File: config.mk
export PLATFORM = sky130hd
export DESIGN_NAME = dsp_strobe_shift
export DESIGN_NICKNAME = d
export VERILOG_FILES = /design/src/dsp_edge_ref.v /design/src/dsp_strobe_shift.v
export VERILOG_INCLUDE_DIRS = /design/src
export SDC_FILE = /design/constraint.sdc
export NUM_CORES = 1
export LEC_CHECK = 0
export BUFFER_PORTS_ARGS = -buffer_cell sky130_fd_sc_hd__buf_2
export CAP_MARGIN = 10
export CORE_ASPECT_RATIO = 1.2
export CORE_MARGIN = 2
export CORE_UTILIZATION = 60
export DETAILED_ROUTE_END_ITERATION = 8
export PLACE_DENSITY = 0.82
export SYNTH_ARGS = -nofsm -noshare
export SYNTH_HDL_FRONTEND = slang
export SYNTH_HIERARCHICAL = 1
export SYNTH_SLANG_ARGS = --single-unit
File: constraint.sdc
create_clock -name clk -period 9.7 [get_ports clk]
set_clock_uncertainty 0.2 [all_clocks]
set_input_delay 0.485 -clock clk [delete_from_list [all_inputs] [get_ports clk]]
set_output_delay 0.485 -clock clk [all_outputs]
set_load 0.02 [all_outputs]
File: src/dsp_consts.vh
`ifndef DSP_CONSTS_VH
`define DSP_CONSTS_VH
// strobe groups per edge
`define DSP_NUM_STROBES     10
// delay-chain tap select width (one tap = one system clock, up to 2^width taps)
`define DSP_TAP_W           6
`define DSP_TAP_FULL        7'h40
// phase setting width: fraction of a cycle in 1/64 steps
`define DSP_PHASE_W         6
// lock settle bound in reference cycles
`define DSP_LOCK_CYCLES     256
`define DSP_LOCK_CNT_W      9
// data group width modes
`define DSP_MODE_X8         2'h0
`define DSP_MODE_X16        2'h1
`define DSP_MODE_X32        2'h2
`define DSP_DATA_W          32
// bank selectors
`define DSP_BANK_EDGE       1'h1
// top edge reference clock select width (one of four inputs)
`define DSP_REF_SEL_W       2
// reset value of the tap counter
`define DSP_TAP_RESET       6'h00
`endif

File: src/dsp_edge_ref.v
`include "dsp_consts.vh"
// one edge reference circuit: phase detector, up/down counter, delay select
module dsp_edge_ref (
  // clock and reset
  input  wire                        clk,
  input  wire                        rst_n,
  input  wire                        ce,
  // reference clock edges, already synchronised
  input  wire                        ref_rise,
  // requested phase, in 1/64 cycle steps
  input  wire [`DSP_PHASE_W-1:0]     phase_set,
  // selects the tap of the strobe 0 delay line
  output reg  [`DSP_TAP_W-1:0]       tap_sel_r,
  output reg                         locked_r
);
  // period measured in system clocks between reference edges
  reg  [`DSP_TAP_W:0]      per_cnt_r;
  reg  [`DSP_TAP_W:0]      period_r;
  reg  [`DSP_LOCK_CNT_W-1:0] ref_cnt_r;
  wire [`DSP_TAP_W+`DSP_PHASE_W:0] prod;
  wire [`DSP_TAP_W-1:0]    target;

  // delayed reference position compared with requested position
  assign prod   = period_r * phase_set;
  assign target = prod[`DSP_TAP_W+`DSP_PHASE_W-1:`DSP_PHASE_W];

  always @(posedge clk or negedge rst_n)
  begin
    if (!rst_n)
    begin
      per_cnt_r <= 7'h00;
      period_r  <= 7'h00;
      ref_cnt_r <= 9'h000;
      tap_sel_r <= `DSP_TAP_RESET;
      locked_r  <= 1'b0;
    end
    else if (ce)
    begin
      if (ref_rise)
      begin
        per_cnt_r <= 7'h01;
        period_r  <= per_cnt_r;
        // phase comparator steps the up/down counter
        if (tap_sel_r < target)
          tap_sel_r <= tap_sel_r + 6'h01;
        else if (tap_sel_r > target)
          tap_sel_r <= tap_sel_r - 6'h01;
        if (ref_cnt_r != 9'h1ff)
          ref_cnt_r <= ref_cnt_r + 9'h001;
        // settled by the bound at the latest
        if ((tap_sel_r == target && period_r != 7'h00) ||
            ref_cnt_r >= 9'h0ff)
          locked_r <= 1'b1;
      end
      else if (per_cnt_r != `DSP_TAP_FULL)
        per_cnt_r <= per_cnt_r + 7'h01;
    end
  end
endmodule

File: src/dsp_strobe_shift.v
`include "dsp_consts.vh"
module dsp_strobe_shift (
  // clock and reset
  input  wire                          clk,
  input  wire                          rst_n,
  input  wire                          ce,
  // clock inputs: [7:4] lower group, [15:12] upper group
  input  wire [15:0]                   clk_pins,
  input  wire [1:0]                    top_ref_sel,
  input  wire [1:0]                    bot_ref_sel,
  // phase settings per edge
  input  wire [`DSP_PHASE_W-1:0]       top_phase,
  input  wire [`DSP_PHASE_W-1:0]       bot_phase,
  // bank placement: 1 = top/bottom edge bank, 0 = side bank
  input  wire                          edge_bank,
  input  wire [1:0]                    group_mode,
  // strobes and data from the memory
  input  wire [`DSP_NUM_STROBES-1:0]   top_strobe,
  input  wire [`DSP_NUM_STROBES-1:0]   bot_strobe,
  input  wire [`DSP_DATA_W-1:0]        data_in,
  // write path
  input  wire [`DSP_DATA_W-1:0]        wr_data,
  input  wire                          wr_en,
  output reg  [`DSP_DATA_W-1:0]        data_out,
  output reg                           data_oe,
  // results
  output reg  [`DSP_DATA_W-1:0]        capt_data,
  output reg                           capt_valid,
  output wire [`DSP_TAP_W-1:0]         top_tap,
  output wire [`DSP_TAP_W-1:0]         bot_tap,
  output wire                          top_locked,
  output wire                          bot_locked
);
  // reference clock synchronisers and edge finders
  reg  [1:0] top_ref_s_r;
  reg  [1:0] bot_ref_s_r;
  reg        top_ref_d_r;
  reg        bot_ref_d_r;
  wire       top_rise;
  wire       bot_rise;
  // strobe synchronisers and delay lines
  reg  [`DSP_NUM_STROBES-1:0] top_s1_r;
  reg  [`DSP_NUM_STROBES-1:0] top_s2_r;
  reg  [`DSP_NUM_STROBES-1:0] bot_s1_r;
  reg  [`DSP_NUM_STROBES-1:0] bot_s2_r;
  reg  [`DSP_DATA_W-1:0]      din_s1_r;
  reg  [`DSP_DATA_W-1:0]      din_s2_r;
  reg  [(`DSP_TAP_FULL)-1:0]  top_line_r;
  reg  [(`DSP_TAP_FULL)-1:0]  bot_line_r;
  wire [`DSP_NUM_STROBES-1:0] bot_dly;
  reg                         strobe_prev_r;
  wire [`DSP_NUM_STROBES-1:0] top_dly;
  wire                        bus_strobe;
  wire                        bus_rise;
  reg  [`DSP_DATA_W-1:0]      group_mask;
  reg                         oe_r;
  reg                         oe_neg_r;

  // group width decode
  function [`DSP_DATA_W-1:0] mode_mask;
    input [1:0] mode;
    begin
      case (mode)
        `DSP_MODE_X8:  mode_mask = 32'h000000ff;
        `DSP_MODE_X16: mode_mask = 32'h0000ffff;
        `DSP_MODE_X32: mode_mask = 32'hffffffff;
        default:       mode_mask = 32'h000000ff;
      endcase
    end
  endfunction

  always @*
  begin
    group_mask = mode_mask(group_mode);
  end

  always @(posedge clk or negedge rst_n)
  begin
    if (!rst_n)
    begin
      top_ref_s_r <= 2'h0;
      bot_ref_s_r <= 2'h0;
      top_ref_d_r <= 1'b0;
      bot_ref_d_r <= 1'b0;
      top_s1_r    <= 10'h000;
      top_s2_r    <= 10'h000;
      bot_s1_r    <= 10'h000;
      bot_s2_r    <= 10'h000;
      din_s1_r    <= 32'h00000000;
      din_s2_r    <= 32'h00000000;
    end
    else if (ce)
    begin
      top_ref_s_r <= {top_ref_s_r[0], clk_pins[4'hc + {2'h0, top_ref_sel}]};
      bot_ref_s_r <= {bot_ref_s_r[0], clk_pins[4'h4 + {2'h0, bot_ref_sel}]};
      top_ref_d_r <= top_ref_s_r[1];
      bot_ref_d_r <= bot_ref_s_r[1];
      top_s1_r    <= top_strobe;
      top_s2_r    <= top_s1_r;
      bot_s1_r    <= bot_strobe;
      bot_s2_r    <= bot_s1_r;
      din_s1_r    <= data_in;
      din_s2_r    <= din_s1_r;
    end
  end

  assign top_rise = top_ref_s_r[1] & ~top_ref_d_r;
  assign bot_rise = bot_ref_s_r[1] & ~bot_ref_d_r;

  // independent reference circuit per edge
  dsp_edge_ref u_top (
    .clk       (clk),
    .rst_n     (rst_n),
    .ce        (ce),
    .ref_rise  (top_rise),
    .phase_set (top_phase),
    .tap_sel_r (top_tap),
    .locked_r  (top_locked)
  );

  dsp_edge_ref u_bot (
    .clk       (clk),
    .rst_n     (rst_n),
    .ce        (ce),
    .ref_rise  (bot_rise),
    .phase_set (bot_phase),
    .tap_sel_r (bot_tap),
    .locked_r  (bot_locked)
  );

  // tapped delay of strobe 0 per edge, each edge on its own tap
  always @(posedge clk or negedge rst_n)
  begin
    if (!rst_n)
    begin
      top_line_r <= 64'h0;
      bot_line_r <= 64'h0;
    end
    else if (ce)
    begin
      top_line_r <= {top_line_r[62:0], top_s2_r[0]};
      bot_line_r <= {bot_line_r[62:0], bot_s2_r[0]};
    end
  end

  genvar g;
  generate
    for (g = 0; g < `DSP_NUM_STROBES; g = g + 1)
    begin : g_dly
      // tap applied to strobe 0 only; strobes 1 to 9 pass undelayed
      assign top_dly[g] = (g == 0) ? top_line_r[top_tap] : top_s2_r[g];
      assign bot_dly[g] = (g == 0) ? bot_line_r[bot_tap] : bot_s2_r[g];
    end
  endgenerate

  // local strobe bus, separate from the system clock tree
  assign bus_strobe = top_dly[0] | bot_dly[0];
  assign bus_rise   = bus_strobe & ~strobe_prev_r;

  always @(posedge clk or negedge rst_n)
  begin
    if (!rst_n)
    begin
      strobe_prev_r <= 1'b0;
      capt_data     <= 32'h00000000;
      capt_valid    <= 1'b0;
      data_out      <= 32'h00000000;
      oe_r          <= 1'b0;
    end
    else if (ce)
    begin
      strobe_prev_r <= bus_strobe;
      capt_valid    <= 1'b0;
      if (edge_bank == `DSP_BANK_EDGE)
      begin
        // strobe-clocked capture only with phase-shift circuitry
        if (bus_rise && top_locked && bot_locked)
        begin
          capt_data  <= din_s2_r & group_mask;
          capt_valid <= 1'b1;
        end
      end
      else
      begin
        // side bank: read strobe ignored
        capt_data  <= din_s2_r & group_mask;
        capt_valid <= 1'b1;
      end
      // per bit: two sync stages, capture, output data, two enable stages
      data_out <= wr_data & group_mask;
      oe_r     <= wr_en;
    end
  end

  // output enable held inactive until falling edge
  always @(negedge clk or negedge rst_n)
  begin
    if (!rst_n)
      oe_neg_r <= 1'b0;
    else if (ce)
      oe_neg_r <= oe_r;
  end

  always @*
  begin
    data_oe = oe_neg_r;
  end
endmodule

==> results.toml <==
[run_status]
outcome = "completed"

[layout]
final_cells = 2013
utilization_pct = 69.47
final_nets = 1832
fillers = 2029
syn2layout_area_growth_pct = 14.36
multiInputGateArea_sq_um = 8487
seqCellArea_sq_um = 8258
drive_gt1_share_pct = 31.55

[critical_path]
max_stage_delay_ns = 0.41
start_kind = "register"
path_delay_family = "flip-flops"
crit_required_ns = 9.02
worst-setup-path-type = "register to output port"
worst-path-max-fanout = 2
worstPathCellList = "buf_2"
cp_slowest_cell = "dfrtn_1"
arrival_ns = 5.95
cp.buffers_inverters = 1
critPathLaunch = "data_oe"
timing.rr.start = "u_top/period_r[3]"
crit_path_end_kind = "output port"

[min_path]
hp-class = "input pin to register"
min-delay-start = "data_in[2]"

[sta]
hold_violations = 0
slew_headroom_pct = 24.84
hold_slack_ns = 0.01198
slew_viol_final = 0
setup-violations-final = 0
rsz0062_at_grt = "false"
tns_ns = 0
tightestPinTransition_ns = 1.119

[synthesis]
synth_flop_cell = "dfrtp_1"
synth_area_leader_cell = "dfrtp_1"
synthXorXnorAreaFrac_pct = 2.522
synth_nets = 1666
syn_avg_cell_area_sq_um = 12.08
synth_edf_count = 0
synth.area.mux_share_pct = 18.70
syn_inst = 1438
yosys-top-cells-area = "dfrtp_1 47%, mux2_2 14%, ha_1 4.7%, fa_1 4.6%, mux4_2 3.8%"
synthArstFlopShare_pct = 100.0
netlist_top_cells_count = "329 x dfrtp_1, 214 x mux2_2, 123 x nand2_1, 90 x inv_1, 73 x and2_1"
synth_cell_types = 60
yosys.area_share.simple_pct = 9.964
yosys_warnings = 6
ys_ff_latch = 330
synthAdderAreaFrac_pct = 9.294
yosys.area.top_type_share_pct = 47.41
seq_area_frac_synth_pct = 47.55
synth-compound-area-share_pct = 8.329
synth_top_family_by_area = "multiplexers"
yosysMostFrequentCell = "dfrtp_1"
syn_area_sq_um = 17370

[placement]
dpl.hpwl_microns = 24420
gp_congestion = 0.7925
dp_cells = 1945
port_buffers = 176

[floorplan]
dieHeight_microns = 190.4
dieArea_sq_um = 30330
rows = 68
boundaryPins = 203
coreArea_sq_um = 28590
die_w_microns = 159.3
start_util_pct = 60.75

[global_routing]
grt_max_degree = 97
grtUsageTotal_pct = 24.22
grt_pass1_wl_microns = 60800
grt_pass1_vias = 12310
antenna_found_initial = 3
grt-ovfl-total = 0

[clocking]
cts_num_sinks = 330
cts_resized = 0
cts_max_path_buffers = 3
cts_root_buf = "clkbuf_16"
htreeDepth = 2
cts_hold_buf = 8
path_clk_slew_ns = 0.06
insertion_delay_ns = 0.51
cts_tree = "yes"
cts_setup_buffers = 0
cts_buffers = 34

[pwr]
peakVddDrop_uv = 202.9
swShare_pct = 37.27
power_leakage_nw = 9.390
p_clk_share_pct = 25.9
p_switching_mw = 2.035
power_density_nw_per_um2 = 274.9
power_frac_seq_pct = 37.1
total_power_mw = 5.459
p_int_mw = 3.425
combinationalPowerShare_pct = 37.0

[route]
routed_wl_microns = 36310
routed_via_density = 5.842
drt-initial-drc-count = 695
route.detailed.drc = 0
ant_nets = 0
wl_per_cell_microns = 18.04
vias = 11760
dr.pass1.iters = 7

[job]
cap_violations = 0
-- worst reg2reg max path: stages (launching register included) --
cell and delay, ns:
dfrtp_1 0.46, and2_1 0.20, fa_1 0.53, inv_1 0.05, fa_1 0.46, fa_1 0.54, inv_1 0.05, ha_1 0.31
a21oi_1 0.14, o21ai_0 0.16, a21oi_1 0.37, o21bai_1 0.16, a21oi_1 0.19, xor2_1 0.17, ha_1 0.26, a21oi_1 0.15
o21ai_0 0.14, o21bai_1 0.32, ha_1 0.39, a211oi_1 0.31, o21bai_1 0.12, a21oi_1 0.18, xor2_1 0.16, nor2_1 0.06
xor2_1 0.15
-- stage by stage --
stage	instance area (sq um)	setup WS [ns]
2_1_floorplan	17370	3.046
3_3_place_gp	18560	3.415
3_5_place_dp	18560	3.217
4_1_cts	19860	3.053
5_1_grt	19860	2.924
6_report	19860	3.070
-- cells in the final DEF, fill, tap and decap left out, types with 12 or more instances in the layout --
cell type	n
dfrtp_1	329
mux2_2	214
buf_2	174
nand2_1	123
inv_1	90
and2_1	73
ha_1	65
o211ai_1	50
fa_1	40
o21ai_0	39
clkbuf_16	34
mux4_2	29
nor2_1	29
a22oi_1	29
nand3_1	28
a21oi_1	27
xnor2_1	26
xor2_1	24
nand4_1	15
buf_4	12
-- metal layers --
layer	up-vias	track usage, %	wire [microns]
li1	5420	-	-
met1	5969	30.68	14860
met2	279	42.78	18840
met3	89	3.676	1525
met4	2	8.427	1077
met5	-	0	11
-- path summary, 6_finish.rpt --
kind / slack (ns) / cells after the start / endpoint
setup / recovery: 3.07 / 1 / data_oe
hold / removal: 0.01 / 2 / din_s1_r[2]
setup reg to reg: 3.36 / 24 / u_top/tap_sel_r[5]
hold reg to reg: 0.26 / 1 / u_bot/ref_cnt_r[5]
max in group asynchronous: 3.69 / 2 / data_oe
min in group asynchronous: 0.40 / 2 / bot_line_r[16]
-- final cells by class --
type	instances	area share, %
flip-flops and latches	330	41.58
inverters	90	1.701
clock inverters	15	1.336
clock buffers	43	4.807
well taps	385	2.426
repair buffers	196	5.393
multi-input cells	952	42.73
diodes	2	0.02520
-- flip-flops by register name (all words and copies together) (netlist names), 2 cells and up --
register	count
u_top/period_r	7
din_s1_r	32
u_top/per_cnt_r	7
u_bot/per_cnt_r	7
u_top/tap_sel_r	6
top_ref_s_r	2
u_top/ref_cnt_r	9
capt_data	32
u_bot/period_r	7
din_s2_r	32
u_bot/ref_cnt_r	9
top_line_r	64
u_bot/tap_sel_r	6
data_out	32
bot_ref_s_r	2
bot_line_r	64
-- power groups by stage --
stage               combinational, mW  sequential [mW]  clock [mW]
CTS                              2.03             2.02        1.44
floorplan                        1.44             2.03           0
finish                           2.02             2.03        1.42
global placement                 1.91             2.02           0
detailed placement               2.00             2.04           0
global route                     2.23             2.08        1.49
-- cells by family (layout without fill, tap and decap cells) --
family | after synthesis | count (layout)
simple gates | 333 | 333
flops | 330 | 330
mux | 258 | 258
compound gates | 206 | 206
buf+inv | 156 | 344
fa+ha+maj | 105 | 105
xor+xnor | 50 | 50
other cells | 0 | 2
No activity file was read; power rests on OpenSTA's default activity.
